### src/verilog/rtc_pkg.sv
package rtc_pkg;
    // control byte patterns, upper seven bits
    localparam logic [6:0] CTRL_RTC = 7'h6f;
    localparam logic [6:0] CTRL_EE = 7'h57;
    // address map
    localparam logic [7:0] RTC_BASE = 8'h00;
    localparam logic [7:0] RTC_TOP = 8'h1f;
    localparam logic [7:0] SRAM_BASE = 8'h20;
    localparam logic [7:0] SRAM_TOP = 8'h5f;
    localparam logic [7:0] EE_LOW = 8'hf0;
    localparam logic [7:0] EE_HIGH = 8'hf7;
    localparam logic [7:0] KEY_ADDR_DEF = 8'h09;
    localparam logic [7:0] KEY_FIRST = 8'h55;
    localparam logic [7:0] KEY_SECOND = 8'haa;
    localparam logic [7:0] EE_ERASED = 8'hff;
    localparam logic [7:0] ZERO_BYTE = 8'h00;
    localparam int RAM_WORDS = 96;
    localparam int EE_WORDS = 8;
    localparam int FIFO_DEPTH = 32;
    // bit counter marks
    localparam logic [3:0] BIT_ACK = 4'h8;
    localparam logic [3:0] BIT_DONE = 4'h9;
    // timing
    localparam int CLK_MHZ = 25;
    localparam int EE_WRITE_TIME_US = 5000;
    // unlock progress
    localparam logic [1:0] KEY_NONE = 2'h0;
    localparam logic [1:0] KEY_HALF = 2'h1;
    localparam logic [1:0] KEY_ARMED = 2'h2;

    typedef enum logic [5:0]
    {
        ST_IDLE = 6'h01,
        ST_CTRL = 6'h02,
        ST_ADDR = 6'h04,
        ST_WDATA = 6'h08,
        ST_RDATA = 6'h10,
        ST_SKIP = 6'h20
    } rtc_state_t;

    typedef struct packed
    {
        logic [7:0] addr;
        logic [7:0] data;
    } rtc_upd_t;

    typedef struct packed
    {
        logic scl;
        logic sda;
    } rtc_pin_in_t;

    typedef struct packed
    {
        logic scl_o;
        logic scl_oe_n;
        logic sda_o;
        logic sda_oe_n;
    } rtc_pin_out_t;
endpackage

### src/verilog/rtc_fifo.sv
`timescale 1ns/10ps
module rtc_fifo import rtc_pkg::*;
#(
    parameter int WIDTH = 16,
    parameter int DEPTH = FIFO_DEPTH
)
(
    input wire logic clk_sys,
    input wire logic rst,
    input wire logic in_valid,
    output logic in_ready,
    input wire logic [WIDTH-1:0] in_data,
    output logic out_valid,
    input wire logic out_ready,
    output logic [WIDTH-1:0] out_data
);
    localparam int AW = $clog2(DEPTH);

    typedef struct packed
    {
        logic [AW-1:0] wr;
        logic [AW-1:0] rd;
        logic [AW:0] cnt;
    } rtc_fifo_st_t;

    rtc_fifo_st_t q, d;
    logic [WIDTH-1:0] mem_q [DEPTH];
    logic push, pop;

    assign in_ready = (q.cnt != (AW+1)'(DEPTH));
    assign out_valid = (q.cnt != '0);
    assign push = in_valid & in_ready;
    assign pop = out_valid & out_ready;
    assign out_data = mem_q[q.rd];

    always_comb
    begin
        d = q;
        if (push)
        begin
            d.wr = q.wr + 1'b1;
        end
        if (pop)
        begin
            d.rd = q.rd + 1'b1;
        end
        d.cnt = q.cnt + (AW+1)'(push) - (AW+1)'(pop);
    end

    always_ff @(posedge clk_sys)
    begin
        if (rst)
        begin
            q <= '0;
        end
        else
        begin
            q <= d;
        end
        if (push)
        begin
            mem_q[q.wr] <= in_data;
        end
    end
endmodule

### src/verilog/rtc_i2c_target.sv
// Notes on behaviour
// - pointer holds last accessed address plus one
// - read control byte: ack, send one byte
// - one pointer shared by both spaces
// - write address loads pointer before repeated start
// - random read leaves pointer after returned byte
// - master ack requests next byte, nack ends
// - reads wrap within clock or SRAM block
// - eeprom decoded only at F0-F7, own control
// - eeprom address outside range is not acked
// - eeprom reads need no unlock
// - key location has no storage, reads zero
// - keys 55 then AA arm eeprom writing
// - broken key order keeps eeprom locked
// - relock after any eeprom write command that accepted a data byte
// - timed write cycle after stop, eeprom nacked
// - clock and SRAM served during write cycle
// - bad eeprom write address: nack, store nothing
// - byte write leaves pointer after written byte
// - eight byte page, low three bits wrap
// - busy nacks eeprom control byte, ack when done
// - eeprom read wraps F7 to F0
// - clock 00-1F, SRAM 20-5F, shared control
// - clock/SRAM write above 5F nacked, unstored
`timescale 1ns/10ps
module rtc_i2c_target import rtc_pkg::*;
#(
    parameter logic [7:0] KEY_ADDR = KEY_ADDR_DEF,
    parameter int EE_WR_CYCLES = EE_WRITE_TIME_US * CLK_MHZ
)
(
    input wire logic clk_sys,
    input wire logic rst,
    input wire rtc_pin_in_t bus_pins,
    output rtc_pin_out_t bus_drive,
    output rtc_upd_t upd_data,
    output logic upd_valid,
    input wire logic upd_ready,
    output logic ee_busy
);
    // ============================================================
    // state
    typedef struct packed
    {
        logic scl_m;
        logic scl_s;
        logic scl_p;
        logic sda_m;
        logic sda_s;
        logic sda_p;
        rtc_state_t st;
        logic [3:0] bits;
        logic [7:0] sh;
        logic sda_drv;
        logic scl_drv;
        logic mack;
        logic ee;
        logic [7:0] ptr;
        logic [1:0] key;
        logic ee_wr;
        logic [EE_WORDS-1:0] pmask;
        logic busy;
        logic [23:0] tmr;
    } rtc_core_t;
    rtc_core_t q, d;
    logic [7:0] mem_q [RAM_WORDS];
    logic [7:0] page_q [EE_WORDS];
    logic [7:0] ee_q [EE_WORDS];
    logic scl_rise, scl_fall, start_c, stop_c;
    logic mem_we, page_we, ee_commit, push, fifo_ready;
    rtc_upd_t push_d;
    // ============================================================
    // decoding shared by several paths
    function automatic logic in_ee(input logic [7:0] p);
        return (p >= EE_LOW) && (p <= EE_HIGH);
    endfunction
    function automatic logic [7:0] ptr_next(input logic [7:0] p, input logic ee);
        if (ee)
        begin
            return {p[7:3], 3'(p[2:0] + 3'h1)};
        end
        if (p == RTC_TOP)
        begin
            return RTC_BASE;
        end
        if (p == SRAM_TOP)
        begin
            return SRAM_BASE;
        end
        return 8'(p + 8'h01);
    endfunction
    function automatic logic [7:0] rd_byte(input logic [7:0] p, input logic ee);
        if (ee)
        begin
            return in_ee(p) ? ee_q[p[2:0]] : ZERO_BYTE;
        end
        if ((p == KEY_ADDR) || (p > SRAM_TOP))
        begin
            return ZERO_BYTE;
        end
        return mem_q[p[6:0]];
    endfunction
    // ============================================================
    // bus conditions, from the synchronised copies only
    assign scl_rise = q.scl_s & ~q.scl_p;
    assign scl_fall = ~q.scl_s & q.scl_p;
    assign start_c = q.scl_s & q.scl_p & q.sda_p & ~q.sda_s;
    assign stop_c = q.scl_s & q.scl_p & ~q.sda_p & q.sda_s;
    always_comb
    begin
        d = q;
        mem_we = 1'b0;
        page_we = 1'b0;
        ee_commit = 1'b0;
        push = 1'b0;
        push_d = '{addr: q.ptr, data: q.sh};
        d.scl_m = bus_pins.scl;
        d.scl_s = q.scl_m;
        d.scl_p = q.scl_s;
        d.sda_m = bus_pins.sda;
        d.sda_s = q.sda_m;
        d.sda_p = q.sda_s;
        // internally timed programming runs beside bus traffic
        if (q.busy)
        begin
            if (q.tmr == '0)
            begin
                d.busy = 1'b0;
                ee_commit = 1'b1;
                d.pmask = '0;
            end
            else
            begin
                d.tmr = q.tmr - 24'h000001;
            end
        end
        if (start_c || stop_c)
        begin
            if (q.ee_wr)
            begin
                d.key = KEY_NONE;
                d.ee_wr = 1'b0;
                if (stop_c)
                begin
                    d.busy = 1'b1;
                    d.tmr = 24'(EE_WR_CYCLES - 1);
                end
                else
                begin
                    // page only reaches the array on a stop
                    d.pmask = '0;
                end
            end
            d.st = start_c ? ST_CTRL : ST_IDLE;
            d.bits = '0;
            d.sda_drv = 1'b0;
            d.scl_drv = 1'b0;
        end
        else if (scl_fall && (q.bits == BIT_DONE))
        begin
            // end of the ninth clock: release, then start any byte out
            d.sda_drv = 1'b0;
            d.bits = '0;
            if (q.st == ST_RDATA)
            begin
                if (q.mack)
                begin
                    d.sh = rd_byte(q.ptr, q.ee);
                    d.sda_drv = ~d.sh[7];
                    d.ptr = ptr_next(q.ptr, q.ee);
                end
                else
                begin
                    d.st = ST_SKIP;
                end
            end
        end
        else
        begin
            case (q.st)
                ST_CTRL, ST_ADDR, ST_WDATA:
                begin
                    if (scl_rise && (q.bits < BIT_ACK))
                    begin
                        d.sh = {q.sh[6:0], q.sda_s};
                        d.bits = 4'(q.bits + 4'h1);
                    end
                    else if (!q.scl_s && (q.bits == BIT_ACK))
                    begin
                        d.bits = BIT_DONE;
                        d.sda_drv = 1'b0;
                        d.scl_drv = 1'b0;
                        case (q.st)
                            ST_CTRL:
                            begin
                                if ((q.sh[7:1] == CTRL_RTC) ||
                                    ((q.sh[7:1] == CTRL_EE) && !q.busy))
                                begin
                                    d.sda_drv = 1'b1;
                                    d.ee = (q.sh[7:1] == CTRL_EE);
                                    d.st = q.sh[0] ? ST_RDATA : ST_ADDR;
                                    d.mack = 1'b1;
                                end
                            end
                            ST_ADDR:
                            begin
                                if (q.ee ? in_ee(q.sh) : (q.sh <= SRAM_TOP))
                                begin
                                    d.sda_drv = 1'b1;
                                    d.ptr = q.sh;
                                    d.st = ST_WDATA;
                                end
                            end
                            default:
                            begin
                                if (q.ee)
                                begin
                                    if (q.key == KEY_ARMED)
                                    begin
                                        d.sda_drv = 1'b1;
                                        page_we = 1'b1;
                                        d.pmask[q.ptr[2:0]] = 1'b1;
                                        d.ptr = ptr_next(q.ptr, 1'b1);
                                        d.ee_wr = 1'b1;
                                    end
                                end
                                else if (q.ptr == KEY_ADDR)
                                begin
                                    d.sda_drv = 1'b1;
                                    if (q.sh == KEY_FIRST)
                                    begin
                                        d.key = KEY_HALF;
                                    end
                                    else if ((q.key == KEY_HALF) && (q.sh == KEY_SECOND))
                                    begin
                                        d.key = KEY_ARMED;
                                    end
                                    else
                                    begin
                                        d.key = KEY_NONE;
                                    end
                                    d.ptr = ptr_next(q.ptr, 1'b0);
                                end
                                else if (!fifo_ready)
                                begin
                                    // hold scl low until the update fifo has room for one more entry
                                    d.bits = BIT_ACK;
                                    d.scl_drv = 1'b1;
                                end
                                else
                                begin
                                    d.sda_drv = 1'b1;
                                    mem_we = 1'b1;
                                    push = 1'b1;
                                    d.key = KEY_NONE;
                                    d.ptr = ptr_next(q.ptr, 1'b0);
                                end
                            end
                        endcase
                        if (!d.sda_drv && !d.scl_drv)
                        begin
                            d.st = ST_SKIP;
                        end
                    end
                end
                ST_RDATA:
                begin
                    if (scl_rise)
                    begin
                        if (q.bits < BIT_ACK)
                        begin
                            d.bits = 4'(q.bits + 4'h1);
                        end
                        else
                        begin
                            d.mack = ~q.sda_s;
                            d.bits = BIT_DONE;
                        end
                    end
                    else if (scl_fall)
                    begin
                        if (q.bits == BIT_ACK)
                        begin
                            d.sda_drv = 1'b0;
                        end
                        else
                        begin
                            d.sh = {q.sh[6:0], 1'b0};
                            d.sda_drv = ~q.sh[6];
                        end
                    end
                end
                ST_IDLE, ST_SKIP:
                begin
                    d.sda_drv = 1'b0;
                end
                default:
                begin
                    d.st = ST_IDLE;
                end
            endcase
        end
    end

    // ============================================================
    // registers and storage
    always_ff @(posedge clk_sys)
    begin
        if (rst)
        begin
            q <= '0;
            q.scl_m <= 1'b1;
            q.scl_s <= 1'b1;
            q.scl_p <= 1'b1;
            q.sda_m <= 1'b1;
            q.sda_s <= 1'b1;
            q.sda_p <= 1'b1;
            q.st <= ST_IDLE;
        end
        else
        begin
            q <= d;
        end
        // sram is deliberately left uninitialised by reset
        if (mem_we)
        begin
            mem_q[q.ptr[6:0]] <= q.sh;
        end
        if (page_we)
        begin
            page_q[q.ptr[2:0]] <= q.sh;
        end
    end
    for (genvar i = 0; i < EE_WORDS; i++)
    begin : g_ee
        always_ff @(posedge clk_sys)
        begin
            if (rst)
            begin
                ee_q[i] <= EE_ERASED;
            end
            else if (ee_commit && q.pmask[i])
            begin
                ee_q[i] <= page_q[i];
            end
        end
    end
    rtc_fifo #(.WIDTH($bits(rtc_upd_t)), .DEPTH(FIFO_DEPTH)) u_upd_fifo
    (
        .clk_sys(clk_sys),
        .rst(rst),
        .in_valid(push),
        .in_ready(fifo_ready),
        .in_data(push_d),
        .out_valid(upd_valid),
        .out_ready(upd_ready),
        .out_data(upd_data)
    );
    assign bus_drive = '{scl_o: 1'b0, scl_oe_n: ~q.scl_drv, sda_o: 1'b0, sda_oe_n: ~q.sda_drv};
    assign ee_busy = q.busy;
endmodule

### config.mk
export PLATFORM = sky130hd
export DESIGN_NAME = rtc_i2c_target
export DESIGN_NICKNAME = d
export VERILOG_FILES = /design/src/verilog/rtc_pkg.sv /design/src/verilog/rtc_fifo.sv /design/src/verilog/rtc_i2c_target.sv
export SDC_FILE = /design/constraint.sdc
export NUM_CORES = 2
export LEC_CHECK = 0
export ABC_CLOCK_PERIOD_IN_PS = 7200
export BUFFER_PORTS_ARGS = -buffer_cell sky130_fd_sc_hd__buf_2
export CELL_PAD_IN_SITES_DETAIL_PLACEMENT = 2
export CELL_PAD_IN_SITES_GLOBAL_PLACEMENT = 2
export CORE_ASPECT_RATIO = 0.8
export CORE_UTILIZATION = 54
export DETAILED_ROUTE_END_ITERATION = 6
export PLACE_DENSITY_LB_ADDON = 0.1
export SETUP_SLACK_MARGIN = 0.1
export SYNTH_ARGS = -nofsm -noshare
export SYNTH_HDL_FRONTEND = slang
export SYNTH_SLANG_ARGS = --single-unit
### constraint.sdc
create_clock -name clk_sys -period 7.2 [get_ports clk_sys]
set_clock_uncertainty 0.1 [all_clocks]
set_input_delay 0.72 -clock clk_sys [delete_from_list [all_inputs] [get_ports clk_sys]]
set_output_delay 0.72 -clock clk_sys [all_outputs]
set_load 0.01 [all_outputs]
==> out/results.ini, run 1 <==
[run_status]
run_status = aborted with a tool error
last-stage-reached = detailed placement
first-error = [ERROR DPL-0033] detailed placement checks failed during check placement.

[place]
io_buffer_count = 24
dp_hpwl_mm = 139.8
gp_routability_congestion = 0.8467

[yosys]
synthCells = 3029
synth_top_area_share_pct = 71.30
post_synth.cell_area_avg_um2 = 19.58
yosysTopAreaCell = edfxtp_1
synth_ff_type = edfxtp_1
ys_seq_elements = 1508
yosys_warnings = 0
ys_types = 76
yosys-top-cells-area = edfxtp_1, mux4_2, dfxtp_1
ys_async_sr_fraction_pct = 0
syn_area_um2 = 59300
yosysSeqAreaShare_pct = 74.68
synth_edf_count = 1408

[floorplanning]
dieWidth_um = 372.5
pin_count = 27
die_y_um = 298.4
start_util_pct = 54.58
row_count = 108

[synthesized netlist by cell type (all sizes together) (36+ instances only)]
master,n
or2,83
buf,74
clkbuf,77
dfxtp,100
o21ai,41
mux2i,41
a21oi,69
mux4,366
nand2,93
edfxtp,1408
nor2,221
nor3,36
[cells by family after synthesis]
kind of cell	Yosys count	synth area share [%]
AOI/OAI and AO/OA	254	2.836
xor gates and xnor gates	37	0.5465
buffers and inverters	178	1.289
muxes	427	14.97
and+or+nand+nor	602	5.193
adders and majority gates	22	0.4769
DFF	1508	74.68
other	1	0.006324
[metrics by stage]
stage                   hold WS, ns  area [µm²]  std cells  setup WS, ns
after floorplan              0.2895       59300       3030         3.173
after global placement       0.3540       61240       4409         2.242
==> inputs of run 2 (changes only) <==
Settings changed: CELL_PAD_IN_SITES_DETAIL_PLACEMENT 2 to not set, CELL_PAD_IN_SITES_GLOBAL_PLACEMENT 2 to not set, CORE_ASPECT_RATIO 0.8 to not set, CORE_UTILIZATION 54 to 40, PLACE_DENSITY_LB_ADDON 0.1 to 0.15, SETUP_SLACK_MARGIN 0.1 to not set.
==> run 2 against run 1 <==
- the run now ends clean
- synthesized area stayed put
- synthesized cell count unchanged
==> out/results.ini, run 2 <==
[timing]
timing.final.ws_setup_ns = 2.208
slew_headroom_pct = 9.566
setup_viol = 0
setup_tns_ns = 0
drv_slew = 0
rsz0062_at_grt = no
fmax_mhz = 200.3
worst_pin_slew_ns = 1.350
finalCritPeriodShare_pct = 69.33
finalHoldViolCount = 0
period_needed_ns = 4.992

[setup_path]
crit_chain = nor2b_1, nand3b_1, or4_1, nor4_4, and2_1, nand2_1, nor2_1
cp.arrival_ns = 5.29
start_kind = flip-flop
cp-end-kind = flip-flop
crit_cells = 7
critical_path_class = reg2reg
slowest_stage = nor2_1
slowest_delay_ns = 0.89
critPathMaxFanout = 13
path_delay_family = simple AND/OR/NAND/NOR gates
cp_num_buf_inv = 0
critPathRequiredTime_ns = 7.50
ff2ff_path_depth = 7

[routing]
viasPerCell = 5.782
drc = 0
drt.antenna.violating_nets = 0
drt-total-wl_mm = 152.6
drt_first_iter_violations = 3179
wl_per_cell_um = 29.33
dr.pass1.iters = 6
vias = 30080

[hold_path]
hp-class = in2reg
worstHoldPathCells = 2

[global_routing]
grt_max_degree = 85
overflow = 0
track_usage_pct = 20.40
grt_first_pass_wirelength_mm = 221.7
first_global_vias = 30600
antenna_found_initial = 4

[yosys]
ys_types = 76  ; unchanged
yosysTopAreaCell = edfxtp_1
post_synth.cell_area_avg_um2 = 19.58  ; unchanged
synth_ff_type = edfxtp_1
ys_seq_elements = 1508  ; unchanged
synthCells = 3029  ; unchanged
synth_common_cells = edfxtp_1, mux4_2, nor2_1
ys_async_sr_fraction_pct = 0  ; unchanged
synth_most_common_cell = edfxtp_1
synth_top_area_share_pct = 71.30  ; unchanged
syn_area_um2 = 59300  ; unchanged
yosys_warnings = 0  ; unchanged
yosys-top-cells-area = edfxtp_1, mux4_2, dfxtp_1
yosysSeqAreaShare_pct = 74.68  ; unchanged
synth_edf_count = 1408  ; unchanged

[layout]
largestRegisters = mem_q: 768 flops, u_upd_fifo.mem_q: 512 flops
largest_reg_flops = 768
drive_gt1_share_pct = 24.03
nets = 3178
fin_area_um2 = 67020
syn_to_final_growth_pct = 13.02
top_register = mem_q
layout_commonest_cell = edfxtp_1
fill_cells = 12190
layout_common_cells = edfxtp_1, mux4_2, nor2_1, clkbuf_16, nand2_1

[clock_network]
clock_latency_ns = 0.77
cts_htree_levels = 4
cts.repair.resized = 0
cts_buffers = 158
cts_max_path_buffers = 3
root_buffer = clkbuf_16
cts_sinks = 1508
clkTransAtPathRegs_ns = 0.06
cts_tree = yes

[floorplanning]
row_count = 140  ; +30%
dieWidth_um = 387.0  ; +3.9%
pin_count = 27  ; unchanged
dieArea_um2 = 149800
core_area_um2 = 146400
die_y_um = 387.0  ; +30%
start_util_pct = 40.49  ; -14 points

[power]
peakVddDrop_mv = 0.1935
power_density_nw_per_um2 = 276.5
total_power_w = 0.01853
cellLeakagePower_nw = 20.30

[place]
io_buffer_count = 24  ; unchanged
gp_routability_congestion = 0.8815  ; +4.1%
place_ws_ns = 2.306
dp_hpwl_mm = 91.65  ; -34%
place_area_um2 = 61910

[run_status]
run_status = finished clean

[job]
max_cap_viol_count = 0

[run 2: cell counts after synthesis]
No cell type changed its count.
[run 2: worst paths after layout]
path | end | start | slack (ns)
max | mem_q[92][5] | q[59] | 2.21
min | ee_busy | rst | 0.19
max reg2reg | mem_q[92][5] | q[59] | 2.21
min reg2reg | d[66] | d[67] | 0.35
[run 2: power by group]
| group | total, W | internal, W | switching (W) |
|---|---|---|---|
| Clock | 0.00803 | 0.00461 | 0.00342 |
| Sequential | 0.00956 | 0.00946 | 0.000103 |
| Combinational | 0.000939 | 0.000508 | 0.000431 |
| Total | 0.0185 | 0.0146 | 0.00395 |
[run 2: metrics by stage]
stage	cells	hold slack [ns]	utilization (%)
finish	5202	0.1923	45.76
global route	5201	0.1538	45.76
CTS	5201	0.1227	45.76
floorplan	3030	0.2895	-
detailed placement	4906	0.3403	42.28
global placement	4906	0.3503	42.28
[run 2: what timing repair did]
item | in CTS | in global routing
hold buffers | 2 | 0
buffers inserted | 0 | 0
endpoints found under the hold margin | 2 | 0
setup endpoints to repair | 0 | 0
[run 2: area by class of cell]
class                           instances  area [µm²]  area share, %
Timing Repair Buffer                  112       823.3          1.229
Multi-Input combinational cell       1344       14270          21.29
Clock inverter                        102       924.6          1.380
Tap cell                             1917        2399          3.579
Clock buffer                          191        4160          6.208
Antenna cell                            1       2.502       0.003734
Sequential cell                      1508       44340          66.16
Inverter                               27       101.3         0.1512
[run 2: cells by family (layout without fill, tap and decap cells)]
family	count (synthesis)	after routing	share of synthesized area, %
AOI/OAI and AO/OA	254	254	2.836
other	1	3	0.006324
buffers and inverters	178	432	1.289
muxes	427	427	14.97
DFF	1508	1508	74.68
adders and majority gates	22	22	0.4769
xor gates and xnor gates	37	37	0.5465
and+or+nand+nor	602	602	5.193
[run 2: worst reg2reg max path: cells and delay by family, from the launching register on]
| kind | cells | cell delay [ns] |
|---|---|---|
| flip-flops | 1 | 0.40 |
| AND/OR/NAND/NOR | 7 | 4.14 |
[run 2: metal layers]
layer | vias to the layer above | share of wire [%] | wire length, µm | GRT usage (%)
met2 | 1188 | 50 | 75880 | 33.90
li1 | 12600 | - | - | -
met4 | 0 | 2.4 | 3723 | 5.729
met3 | 220 | 6.4 | 9837 | 3.710
met5 | - | 0 | 0 | 0
met1 | 16080 | 41 | 63130 | 27.53
(Power assumes the default switching activity.)
